==> config.mk <==
export PLATFORM = sky130hd
export DESIGN_NAME = port_upper_mux
export DESIGN_NICKNAME = d
export VERILOG_FILES = /design/src/common/port_upper_pkg.sv /design/src/core/pin_sync.sv /design/src/core/port_upper_mux.sv
export SDC_FILE = /design/constraint.sdc
export NUM_CORES = 1
export LEC_CHECK = 0
export BUFFER_PORTS_ARGS = -buffer_cell sky130_fd_sc_hd__buf_2
export CAP_MARGIN = 20
export CORE_UTILIZATION = 38
export DETAILED_ROUTE_END_ITERATION = 6
export PLACE_DENSITY = 0.76
export SLEW_MARGIN = 20
export SYNTH_ARGS = -nofsm -noshare
export SYNTH_HDL_FRONTEND = slang
export SYNTH_SLANG_ARGS = --single-unit
==> constraint.sdc <==
create_clock -name clock -period 4.4 [get_ports clock]
set_clock_uncertainty 0.05 [all_clocks]
set_input_delay 1.32 -clock clock [delete_from_list [all_inputs] [get_ports clock]]
set_output_delay 1.32 -clock clock [all_outputs]
set_load 0.01 [all_outputs]
==> src/common/port_upper_pkg.sv <==
// constants and carrier types for the upper port pin-sharing block
// assumes a single cpu clock domain; no bus, all bits are plain ports
package port_upper_pkg;
    // port bit positions
    localparam int BIT_B_RX = 4;
    localparam int BIT_A_RX = 5;
    localparam int BIT_A_TX = 6;
    localparam int BIT_B_TX = 7;
    localparam int PORT_W = 8;
    // segment address lines available with no can unit and with any can unit in use
    localparam int SEG_LINES_ALL = 8;
    localparam int SEG_LINES_CAN = 4;
    // external memory in mbytes with a reduced segment count
    localparam int MEM_MBYTES_CAN = 5;
    // message objects per unit, and combined on one bus
    localparam int MSG_OBJ_UNIT = 32;
    localparam int MSG_OBJ_SHARED = 64;
    // can unit selected by address bit 8
    localparam int CAN_SEL_BIT = 8;
    // reset values of the unit enables: unit a on, unit b off
    localparam logic CAN_A_EN_RST = 1'b1;
    localparam logic CAN_B_EN_RST = 1'b0;
    // extended-bus interrupt vectors shared with other peripherals
    localparam int XB_VECTORS = 4;
    localparam int XB_IRQ_A = 0;
    localparam int XB_IRQ_B = 1;

    // software-written configuration bits
    typedef struct packed {
        logic can_a_unit_enable;
        logic can_b_unit_enable;
        logic two_wire_enable;
        logic misc_reg_access_enable;
        logic ext_periph_global_enable;
        logic can_parallel_map;
    } cfg_s;

    // one can unit's pin-facing signals
    typedef struct packed {
        logic tx;
        logic irq;
    } can_side_s;

    // two-wire interface pin and interrupt signals
    typedef struct packed {
        logic scl_oe;
        logic sda_oe;
        logic irq_event;
        logic irq_tx;
        logic irq_rx;
    } tw_side_s;
endpackage

==> src/core/pin_sync.sv <==
// two-flop synchroniser bank for pin inputs
// assumes asynchronous pins; output is safe for logic on clock
`timescale 1ns/10ps
module pin_sync #(
    parameter int W = 8
) (
    // clock and reset
    input wire logic clock,
    input wire logic rst_n,
    // async input and synchronised output
    input wire logic [W-1:0] async_in,
    output logic [W-1:0] sync_out
);
    // first stage, read only by the second stage
    logic [W-1:0] meta_r;

    // both stages reset high, the idle level of pulled-up pins, so a
    // routed receive line shows no false dominant bit after reset
    always_ff @(posedge clock or negedge rst_n) begin
        if (!rst_n) begin
            meta_r <= '1;
            sync_out <= '1;
        end else begin
            meta_r <= async_in;
            sync_out <= meta_r;
        end
    end
endmodule

==> src/core/port_upper_mux.sv <==
// pin sharing for the upper port: two can units and the two-wire unit
// assumes the can and two-wire engines and port registers are outside
`timescale 1ns/10ps
// How it works
// - unit a tx bit 6, rx bit 5
// - unit b tx bit 7, rx bit 4
// - same offsets, units picked by address bit 8
// - reset: unit a enabled, unit b disabled
// - can in use limits segment lines to four
// - per-pin open-drain on can transmit pins
// - shared bus gives sixty-four message objects
// - parallel map puts both units on 5,6
// - two-wire enable makes 4,7 open-drain bus
// - two-wire off: 4 follows port registers, 7 too unless unit b owns it
// - two-wire drives three separate interrupt lines
// - can interrupts go to extended-bus lines
module port_upper_mux
    import port_upper_pkg::*;
(
    // clock and reset
    input wire logic clock,
    input wire logic rst_n,
    // software configuration
    input wire port_upper_pkg::cfg_s cfg,
    input wire logic cfg_load,
    // port registers
    input wire logic [7:0] port_upper_data_reg,
    input wire logic [7:0] port_upper_direction_reg,
    input wire logic [7:0] port_upper_open_drain_reg,
    // can units
    input wire port_upper_pkg::can_side_s can_a,
    input wire port_upper_pkg::can_side_s can_b,
    input wire logic [15:0] can_addr,
    input wire logic can_cs_req,
    output logic can_a_cs,
    output logic can_b_cs,
    output logic can_a_rx,
    output logic can_b_rx,
    // two-wire unit
    input wire port_upper_pkg::tw_side_s tw,
    output logic tw_scl_in,
    output logic tw_sda_in,
    // interrupt lines
    output logic [3:0] xbus_irq,
    output logic tw_irq_event,
    output logic tw_irq_tx,
    output logic tw_irq_rx,
    // status
    output logic [3:0] seg_lines_max,
    output logic [6:0] msg_obj_total,
    output logic can_a_active,
    output logic can_b_active,
    output logic tw_active,
    output logic misc_access_ok,
    // pins
    input wire logic [7:0] pin_in,
    output logic [7:0] pin_out,
    output logic [7:0] pin_oe,
    // port readback
    output logic [7:0] port_read
);
    // synchronised pin levels
    logic [7:0] pin_s;
    // held configuration
    logic en_a_r;
    logic en_b_r;
    logic tw_en_r;
    logic par_r;
    logic glb_r;
    logic misc_r;
    // registered outputs
    logic [7:0] out_r;
    logic [7:0] oe_r;
    logic rx_a_r;
    logic rx_b_r;
    logic scl_r;
    logic sda_r;

    pin_sync #(.W(PORT_W)) pin_sync_inst (
        .clock(clock),
        .rst_n(rst_n),
        .async_in(pin_in),
        .sync_out(pin_s)
    );

    // configuration register; parallel map only writable when unlocked
    // reset enables
    always_ff @(posedge clock or negedge rst_n) begin
        if (!rst_n) begin
            en_a_r <= CAN_A_EN_RST;
            en_b_r <= CAN_B_EN_RST;
            tw_en_r <= 1'b0;
            par_r <= 1'b0;
            glb_r <= 1'b0;
            misc_r <= 1'b0;
        end else if (cfg_load) begin
            en_a_r <= cfg.can_a_unit_enable;
            en_b_r <= cfg.can_b_unit_enable;
            tw_en_r <= cfg.two_wire_enable;
            glb_r <= cfg.ext_periph_global_enable;
            misc_r <= cfg.misc_reg_access_enable;
            // misc register gated by both enables
            if (misc_r && glb_r) begin
                par_r <= cfg.can_parallel_map;
            end
        end
    end

    a_rst_enables: assert property (
        @(posedge clock) !rst_n |=> (en_a_r && !en_b_r && !glb_r))
        else $error("reset enables wrong");

    // unit is live only with its enable and the global enable
    // global enable qualifies unit enable
    wire a_live = en_a_r && glb_r;
    wire b_live = en_b_r && glb_r;
    wire par_live = par_r && (a_live || b_live);
    // two-wire owns bits 4 and 7 over can unit b
    wire tw_live = tw_en_r && glb_r;
    wire b_pins = b_live && !par_live && !tw_live;

    // address bit 8 picks the unit, offsets identical
    assign can_a_cs = can_cs_req && a_live && !can_addr[CAN_SEL_BIT];
    assign can_b_cs = can_cs_req && b_live && can_addr[CAN_SEL_BIT];

    wire tx6 = par_live ? ((a_live ? can_a.tx : 1'b1) &
                           (b_live ? can_b.tx : 1'b1)) : can_a.tx;

    // per-bit pin drive decision
    function automatic logic [1:0] gpio_drive(input logic d,
                                              input logic dir,
                                              input logic od);
        // returns {oe, out}; open drain drives only the low level
        gpio_drive = od ? {dir && !d, 1'b0} : {dir, d};
    endfunction

    function automatic logic [1:0] tx_drive(input logic t, input logic od);
        tx_drive = od ? {!t, 1'b0} : {1'b1, t};
    endfunction

    logic [1:0] drv [PORT_W];
    genvar gi;
    generate
        for (gi = 0; gi < PORT_W; gi++) begin : g_bit
            if (gi == BIT_A_TX) begin : g_a
                // unit a transmit on bit 6
                // both units on bit 6 in parallel mode
                assign drv[gi] = (a_live || par_live) ?
                    tx_drive(tx6, port_upper_open_drain_reg[gi]) :
                    gpio_drive(port_upper_data_reg[gi],
                               port_upper_direction_reg[gi],
                               port_upper_open_drain_reg[gi]);
            end else if (gi == BIT_B_TX) begin : g_b
                // unit b transmit on bit 7
                // fall back to port when unclaimed
                assign drv[gi] = tw_live ? {tw.sda_oe, 1'b0} :
                    b_pins ? tx_drive(can_b.tx,
                                      port_upper_open_drain_reg[gi]) :
                    gpio_drive(port_upper_data_reg[gi],
                               port_upper_direction_reg[gi],
                               port_upper_open_drain_reg[gi]);
            end else if (gi == BIT_B_RX) begin : g_c
                // port registers rule when two-wire off
                assign drv[gi] = tw_live ? {tw.scl_oe, 1'b0} :
                    gpio_drive(port_upper_data_reg[gi],
                               port_upper_direction_reg[gi],
                               port_upper_open_drain_reg[gi]);
            end else begin : g_p
                assign drv[gi] = gpio_drive(port_upper_data_reg[gi],
                                            port_upper_direction_reg[gi],
                                            port_upper_open_drain_reg[gi]);
            end
        end
    endgenerate

    logic [7:0] oe_nxt;
    logic [7:0] out_nxt;
    always_comb begin
        for (int i = 0; i < PORT_W; i++) begin
            oe_nxt[i] = drv[i][1];
            out_nxt[i] = drv[i][0];
        end
    end

    // receive routing
    // unit a receive from bit 5
    // bit 5 feeds both units in parallel
    wire rx_b_nxt = par_live ? pin_s[BIT_A_RX] :
                    b_pins ? pin_s[BIT_B_RX] : 1'b1;
    wire rx_a_nxt = (a_live || par_live) ? pin_s[BIT_A_RX] : 1'b1;

    // registered pin drive and routed inputs; recessive when idle
    always_ff @(posedge clock or negedge rst_n) begin
        if (!rst_n) begin
            out_r <= 8'h00;
            oe_r <= 8'h00;
            rx_a_r <= 1'b1;
            rx_b_r <= 1'b1;
            scl_r <= 1'b1;
            sda_r <= 1'b1;
        end else begin
            out_r <= out_nxt;
            oe_r <= oe_nxt;
            rx_a_r <= rx_a_nxt;
            // unit b receive from bit 4
            rx_b_r <= rx_b_nxt;
            scl_r <= tw_live ? pin_s[BIT_B_RX] : 1'b1;
            sda_r <= tw_live ? pin_s[BIT_B_TX] : 1'b1;
        end
    end

    assign pin_out = out_r;
    assign pin_oe = oe_r;
    assign can_a_rx = rx_a_r;
    assign can_b_rx = rx_b_r;
    assign tw_scl_in = scl_r;
    assign tw_sda_in = sda_r;
    assign port_read = pin_s;

    assign tw_irq_event = tw_live && tw.irq_event;
    assign tw_irq_tx = tw_live && tw.irq_tx;
    assign tw_irq_rx = tw_live && tw.irq_rx;

    // can interrupts onto shared extended-bus lines
    assign xbus_irq = {2'b00, b_live && can_b.irq, a_live && can_a.irq};

    // four segment lines with any can unit active
    assign seg_lines_max = (a_live || b_live) ? 4'(SEG_LINES_CAN) :
                                                4'(SEG_LINES_ALL);
    assign msg_obj_total = (a_live && b_live) ? 7'(MSG_OBJ_SHARED) :
                           (a_live || b_live) ? 7'(MSG_OBJ_UNIT) : 7'h00;

    assign can_a_active = a_live;
    assign can_b_active = b_live;
    assign tw_active = tw_live;
    assign misc_access_ok = misc_r && glb_r;

    // checks
    // clock pin pulls low only
    a_tw_owns_clk: assert property (
        @(posedge clock) disable iff (!rst_n)
        tw_live |=> (pin_out[BIT_B_RX] == 1'b0))
        else $error("two-wire clock pin drove high");
    a_tw_off_gpio: assert property (
        @(posedge clock) disable iff (!rst_n)
        (!tw_live && !b_pins) |=> pin_oe[BIT_B_TX] ==
        $past(port_upper_direction_reg[BIT_B_TX] &&
        !(port_upper_open_drain_reg[BIT_B_TX] &&
        port_upper_data_reg[BIT_B_TX])))
        else $error("bit 7 not following port registers");
    a_seg_limit: assert property (
        @(posedge clock) disable iff (!rst_n)
        (a_live || b_live) |-> seg_lines_max == 4'd4)
        else $error("segment limit missing");
    a_sel_bit8: assert property (
        @(posedge clock) disable iff (!rst_n)
        !(can_a_cs && can_b_cs))
        else $error("both can units selected");
    a_par_wand: assert property (
        @(posedge clock) disable iff (!rst_n)
        (par_live && b_live && !can_b.tx)
        |=> (pin_oe[BIT_A_TX] && !pin_out[BIT_A_TX]))
        else $error("parallel tx not wired-and");
    a_od_tx: assert property (
        @(posedge clock) disable iff (!rst_n)
        (a_live && !par_live && port_upper_open_drain_reg[BIT_A_TX] &&
        can_a.tx) |=> (!pin_oe[BIT_A_TX] && !pin_out[BIT_A_TX]))
        else $error("open-drain tx drove high");
    a_rx_route: assert property (
        @(posedge clock) disable iff (!rst_n)
        $past(a_live) |-> can_a_rx == $past(pin_in[BIT_A_RX], 3))
        else $error("unit a receive misrouted");
    a_irq_tw: assert property (
        @(posedge clock) disable iff (!rst_n)
        tw_live |-> (tw_irq_rx == tw.irq_rx &&
        tw_irq_tx == tw.irq_tx))
        else $error("two-wire interrupt lines merged");
    a_msg_obj: assert property (
        @(posedge clock) disable iff (!rst_n)
        (a_live && b_live) |-> msg_obj_total == 7'd64)
        else $error("shared message count wrong");
    c_parallel: cover property (@(posedge clock) par_live);
    c_two_wire: cover property (@(posedge clock) tw_live && a_live);
    c_both_can: cover property (@(posedge clock) b_pins && a_live);
endmodule

# --- After elaboration in Yosys (flattened, before gate mapping) ---
# Index checks and enable logic that the tools add are counted.
word_totals:
  register_bits: 42
  latch_bits: 0
  mem_bits_rw: 0
  romBits: 0
  in_bits: 67
  output_inout_bits: 52
  mem_count: 0
op_classes:
  n_addsub: 0
  multipliers: 0
  div_mod_pow: 0
  magnitude_cmp: 0
  eq_ne: 0
  shifts: 0
  mux: 25
  n_bitwise: 1
  n_reduce_logical: 41
op_table:
  columns: ["operator", "count"]
  rows:
  - ["$mux 2", 14]
  - ["$logic_and 1x1->1", 25]
  - ["$logic_not 1->1", 13]
  - ["$mux 1", 8]
  - ["$mux 7", 1]
  - ["$mux 6", 1]
  - ["$mux 4", 1]
  - ["$logic_or 1x1->1", 2]
  - ["$reduce_and 2->1", 1]
  - ["$and 1x1->1", 1]

# --- Longest topological paths before layout ---
# Gate-level depths: netlist of the first run.
logic_depth:
  depth_word: 8
  ltp_mapped: 7
  mapped_depth_nobuf: 6

# --- By module ---
# From an unflattened synthesis of the first run, not the netlist that was laid out.
hier_totals:
  cells_unflattened: 124
  hier_area_um2: 1612.8
by_module_without_submodules:
  columns: ["module", "instances", "cells_per_inst", "area_each_um2", "seq_area_each_um2"]
  rows:
  - ["port_upper_mux", 1, 108, 1192.4, 656.9]
  - ["pin_sync", 1, 16, 420.4, 420.4]

# --- Least setup slack after synthesis of the first run ---
# OpenSTA, ideal clock, no wires.
synth_timing:
  path_kind: "input -> output"
  start: "in can_addr[8]"
  end: "out can_a_cs"
  arrival_ns: 1.641
  t_required_ns: 3.030
  slack_ns: 1.389
  cell_stages: 1
  path_buffers: 0
  path_cell_list: "nor3b_1"
synth_between:
  elab_chain_len: 2
synth_rtl:
  columns: ["item", "line_no", "source"]
  rows:
  - ["start: declaration", "port_upper_mux.sv:33", "input wire logic [15:0] can_addr,"]
  - ["$logic_not 1->1", "port_upper_mux.sv:123", "assign can_a_cs = can_cs_req && a_live && !can_addr[CAN_SEL_BIT];"]
  - ["$logic_and 1x1->1", "port_upper_mux.sv:123", null]
  - ["end: declaration", "port_upper_mux.sv:35", "output logic can_a_cs,"]
# Every way passes these cells.

# --- Worst setup path in the final report of the first run ---
# Ends and elaborated chain as after synthesis.

==> out/metrics.cfg, run 1 <==
[yosys]
yosysWarnings=0
synth_area_leaders=dfstp_2 (35%), dfrtp_1 (33%), buf_4 (4.2%)
synthAdderAreaFrac_pct=1.57
synth_cells=115
synth.area.mux_share_pct=5.18
yosysTopAreaCell=dfstp_2
ys_seq_elements=42
synth-xor-area-share_pct=0
syn_area_per_cell_um2=13.9
synthSimpleGateAreaFrac_pct=13.9
synth.distinct_cells=32
syn_area_um2=1590
yosysTopAreaCellShare_pct=34.6
ys_seq_area_share_pct=67.6
synth_top_family_by_area=simple AND/OR/NAND/NOR gates
synth_compound_area_share_pct=5.11

[cts]
clock_latency_ns=0.29
cts_buffers=5
clockBufferDepth=2
cts_setup_buffers=0
ctsHoldBuffers=0
ctsResizeCount=0
clockRootBuffer=clkbuf_8
clk_pin_slew_ns=0.08
htree_levels=2
numClockSinks=42
cts_tree=yes

[layout]
fillerInstances=356
final_common_cell=buf_2
fin_util_pct=54.3
final_nets=282
n_antenna_cell=0
layout-drive-gt1-share_pct=65.0
mostFrequentLayoutCells=buf_2 (94), dfstp_2 (21), dfrtp_1 (21), nand2_1 (9), conb_1 (9)
syn_to_final_growth_pct=36.4

[global_route]
grt_first_pass_wirelength_mm=5.14
overflow=0
antenna_found_initial=0
grt_use_total_pct=16.3
grt_max_degree=43
grt_pass1_vias=1126

[floorplan]
initial_core_util_pct=39.8
core_um2=4000
die_w_um=66.7
ios=119
die_h_um=66.7
rows=23
fp.dieArea_um2=4450

[worst_setup_path]
start_kind=primary input
arrival_ns=1.74
worst_path_most_repeated_cell=buf_2
path_max_fanout=2
crit_required_ns=3.03
slowest_delay_ns=0.17
slowest_stage=nor3b_1
crit_chain=buf_2 -> nor3b_1 -> buf_2
crit_type=primary input to output pin
crit_path_end_kind=output pin

[drt]
wl_per_cell_um=12.1
viasPerCell=4.46
drc=0
first_pass_iters=4
final_antenna_net_count=0
dr_total_vias=1177
wirelength_mm=3.20
drtIter0Drc=41

[timing]
min_period_ns=3.11
timing.final.crit_share_pct=70.7
fmax_mhz=321
worstMarginPinSlew_ns=0.856
maxSlewViolCount=0
rsz0062_at_grt=false
setup_viol=0
fin_setup_tns_ns=0
setup_slack_ns=1.29
finalHoldViolCount=0
relSlewSlack_pct=42.9

[power_and_ir_drop]
max-vdd-ir-drop_mv=0.249
swShare_pct=26.2
combPwrFrac_pct=16.0
p_int_w=0.000617
power_density_nw_per_um2=385
power.switching_w=0.000219
p_leak_nw=1.16
p_seq_share_pct=52.6
power_frac_clock_pct=31.4

[worst_hold_path]
hp-class=register to register

[placed_design]
pre_cts_ws_ns=1.28
place.gp.congestion=0.718
dp_hpwl_mm=2.48
port_buffers=94

[outcome]
status=completed

[flow_run]
drv_cap=0

## final timing paths
path | slack (ns) | depth (start not counted) | from | to
setup reg to reg | 2.45 | 6 | glb_r | pin_out[7]
hold / removal | 0.31 | 0 | pin_sync_inst.meta_r[3] | pin_sync_inst.sync_out[3]
setup / recovery | 1.29 | 3 | can_addr[8] | can_a_cs
max in group asynchronous | 2.68 | 1 | rst_n | pin_oe[6]
min in group asynchronous | 1.09 | 1 | rst_n | pin_oe[0]
hold reg to reg | 0.31 | 0 | pin_sync_inst.meta_r[3] | pin_sync_inst.sync_out[3]
## per-layer routing
metal | GRT usage, % | wire length (um) | vias to the layer above
li1 | - | - | 552
met1 | 17.2 | 1190 | 546
met5 | 0 | 0 | -
met3 | 7.36 | 386 | 2
met2 | 27.8 | 1600 | 77
met4 | 7.18 | 29 | 0
## metrics by stage
step	hold slack (ns)	instance area [um2]	power, W	std cells
2_1_floorplan	0.295	1620	0.000520	123
3_3_place_gp	0.295	2070	0.000578	256
3_5_place_dp	0.298	2070	0.000584	256
4_1_cts	0.310	2170	0.000849	264
5_1_grt	0.312	2170	0.000888	264
6_report	0.308	2170	0.000836	264
## cells in the mapped netlist (all sizes together)
| cell type | number |
|---|---|
| nand2b | 3 |
| or2 | 1 |
| and2b | 1 |
| a21boi | 5 |
| o32ai | 1 |
| nor3b | 3 |
| and2 | 1 |
| a21o | 1 |
| inv | 5 |
| buf | 10 |
| a31oi | 1 |
| o21ai | 2 |
| a21oi | 1 |
| nand2 | 10 |
| mux2 | 7 |
| nor2 | 2 |
| nand3 | 1 |
| clkbuf | 1 |
| dfstp | 21 |
| dfrtp | 21 |
| nor3 | 2 |
| conb | 1 |
| o22ai | 1 |
| ha | 2 |
| and3 | 6 |
| nor2b | 5 |
## critical path, delay by kind of cell
| family | cells | cell delay (ns) |
|---|---|---|
| buffers and inverters | 2 | 0.25 |
| AND/OR/NAND/NOR | 1 | 0.17 |
## final cells by class
type	instances	area, um2	share of cell area [%]
timing repair buffer	94	470	21.7
tap	50	62.6	2.88
clock inverter	2	16.3	0.749
inverter	5	18.8	0.864
clock buffer	6	82.6	3.80
multi-input combinational	65	444	20.4
sequential	42	1080	49.6
## state kept, by name, indices dropped and copies added, names as in the netlist
name / count
can_a_rx: 1
can_b_rx: 1
en_a_r: 1
en_b_r: 1
glb_r: 1
misc_r: 1
par_r: 1
pin_oe: 8
pin_out: 8
pin_sync_inst.meta_r: 8
pin_sync_inst.sync_out: 8
tw_en_r: 1
tw_scl_in: 1
tw_sda_in: 1
## power by group through the flow
stage | sequential, W | clock (W) | combinational [W]
finish | 0.000440 | 0.000262 | 0.000134
floorplan | 0.000453 | 0 | 0.0000669
CTS | 0.000441 | 0.000272 | 0.000136
global route | 0.000444 | 0.000293 | 0.000151
global placement | 0.000445 | 0 | 0.000133
detailed placement | 0.000447 | 0 | 0.000136
## kinds of logic (layout without fill, tap and decap cells)
kind of cell	Yosys count	count (layout)
muxes	7	7
adders and majority gates	2	2
other	1	9
and+or+nand+nor	35	35
AOI/OAI and AO/OA	12	12
DFF	42	42
buffers and inverters	16	107
Note: power is estimated with default switching activity, not from simulation.
==> inputs of run 2 (changes only) <==
Settings changed: ABC_AREA set to 1, CORE_UTILIZATION 38 to 36.
Clock period 4.4 ns to 2.8 ns, I/O delays scaled along.
==> out/metrics.cfg, run 2 <==
[yosys]
ys_seq_area_share_pct=67.3
syn_area_um2=1600
synth_area_leaders=dfstp_2 (34%), dfrtp_1 (33%), nand2_1 (5.9%)
synth-async-reset-ratio_pct=100
synth-main-ff-cell=dfstp_2
synthTopCellsByCount=nand2_1 (25), dfrtp_1 (21), dfstp_2 (21)
synth_cells=145
synth-edff-count=0
yosysMostFrequentCell=nand2_1
yosysTopAreaCellShare_pct=34.5
syn_area_per_cell_um2=11.0
ys_seq_elements=42
yosysTopAreaCell=dfstp_2
synth.distinct_cells=20
yosysWarnings=0

[timing]
fmax_mhz=442
hold_ws_ns=0.306
relSlewSlack_pct=41.5
finalHoldViolCount=0
rsz0062_at_grt=false
min_period_ns=2.26
worstMarginPinSlew_ns=0.877
timing.final.crit_share_pct=80.7
setup_viol=0
maxSlewViolCount=0
fin_setup_tns_ns=0

[worst_hold_path]
holdPathEnd=pin_sync_inst.sync_out[1]
holdPathStages=0
hold_start=pin_sync_inst.meta_r[1]
hp-class=register to register

[drt]
final_antenna_net_count=0
first_pass_iters=4
dr_total_vias=1251
wirelength_mm=3.04
drtIter0Drc=33
drc=0
wl_per_cell_um=10.3
viasPerCell=4.24

[layout]
final_common_cell=buf_2
final_nets=313
n_antenna_cell=0
mostFrequentLayoutCells=buf_2 (94), nand2_1 (25), dfstp_2 (21), dfrtp_1 (21), inv_1 (20)
final_area_um2=2180
syn_to_final_growth_pct=36.1
fillerInstances=400
layout-drive-gt1-share_pct=54.3

[worst_setup_path]
timing.rr.start=en_a_r
r2r_end=pin_oe[6]
slowest_delay_ns=0.53
ff2ff_setup_slack_ns=1.23
path_max_fanout=4
slowest_stage=dfstp_2
crit_type=register to output pin
crit_chain=nand2_1 -> ha_1 -> inv_1 -> buf_2
r2r_cells=8
crit_required_ns=1.91
crit_path_end_kind=output pin
start_kind=register
arrival_ns=1.37

[floorplan]
initial_core_util_pct=38.6
ios=119
die_h_um=68.7
core_um2=4140
rows=23
die_w_um=68.7
fp.dieArea_um2=4720

[power_and_ir_drop]
combPwrFrac_pct=16.7
max-vdd-ir-drop_mv=0.333
p_leak_nw=1.24
power.switching_w=0.000330
power_frac_clock_pct=29.2
swShare_pct=26.2
power_density_nw_per_um2=579
p_seq_share_pct=54.1
p_int_w=0.000932

[global_route]
grt_max_degree=43
overflow=0
grt_pass1_vias=1128
grt_first_pass_wirelength_mm=4.40
grt_use_total_pct=13.2
antenna_found_initial=0

[cts]
clk_pin_slew_ns=0.08
ctsResizeCount=0
htree_levels=2
cts_setup_buffers=0
clockRootBuffer=clkbuf_8
ctsHoldBuffers=0
clockBufferDepth=2
cts_buffers=5
clock_latency_ns=0.29
numClockSinks=42
cts_tree=yes

[flow_run]
drv_cap=0

[placed_design]
port_buffers=94
place.gp.congestion=0.811
dp_hpwl_mm=2.39
placed_area_um2=2090

[outcome]
status=completed

## run 2: changes by cell type in the layout (fill, tap and decap cells not counted), sizes merged, moves of 5 or more
| cell | change |
|---|---|
| nor2 | +18 |
| nand2 | +17 |
| inv | +15 |
| and3 | -6 |
| nor2b | -5 |
## run 2: per-layer routing
metal | wire length, um | GRT usage [%] | vias to the layer above
met5 | 0 | 0 | -
met2 | 1590 | 23.0 | 62
li1 | - | - | 612
met3 | 265 | 4.61 | 5
met4 | 42 | 8.33 | 0
met1 | 1140 | 13.3 | 572
## run 2: power groups by stage
stage	clock network (W)	logic [W]	registers, W
CTS	0.000389	0.000214	0.000684
floorplan	0	0.0000966	0.000711
detailed placement	0	0.000214	0.000694
finish	0.000369	0.000210	0.000683
global route	0.000411	0.000239	0.000690
global placement	0	0.000208	0.000693
## run 2: how the worst max path moves through the flow
stage	startpoint	to	slack, ns	cells after the start
after detailed placement	can_addr[8]	can_b_cs	0.74	4
after floorplan	can_cs_req	can_a_cs	0.87	2
after global placement	can_cs_req	can_a_cs	0.74	4
after global routing	en_a_r	seg_lines_max[2]	0.47	4
final	en_a_r	seg_lines_max[2]	0.54	4
after CTS	en_a_r	seg_lines_max[2]	0.52	4
## run 2: cells by family after synthesis
logic type | after synthesis | share of synthesized area, %
and+or+nand+nor | 53 | 13.6
adders and majority gates | 2 | 1.56
DFF | 42 | 67.3
AOI/OAI and AO/OA | 11 | 4.38
other | 1 | 0.234
muxes | 5 | 3.52
buffers and inverters | 31 | 9.38
## run 2: critical path, delay by kind of cell (launching register included)
family | cells | cell delay (ns)
buffers and inverters | 2 | 0.21
DFF | 1 | 0.53
adders and majority gates | 1 | 0.24
and+or+nand+nor | 1 | 0.11
## run 2: stage by stage
| stage | cells | util (%) | worst slack (ns) | power [W] |
|---|---|---|---|---|
| after floorplan | 153 | - | 0.871 | 0.000808 |
| after global placement | 287 | 50.5 | 0.740 | 0.000901 |
| after detailed placement | 287 | 50.5 | 0.738 | 0.000908 |
| after CTS | 295 | 52.6 | 0.519 | 0.00129 |
| after global routing | 295 | 52.6 | 0.470 | 0.00134 |
| final | 295 | 52.6 | 0.539 | 0.00126 |
## run 2: cell type report
| class | count | area, um2 | share of cell area [%] |
|---|---|---|---|
| tap | 50 | 62.6 | 2.87 |
| timing repair buffer | 94 | 470 | 21.6 |
| multi-input combinational | 80 | 403 | 18.5 |
| clock inverter | 2 | 13.8 | 0.632 |
| sequential | 42 | 1080 | 49.5 |
| clock buffer | 6 | 72.6 | 3.33 |
| inverter | 21 | 78.8 | 3.62 |
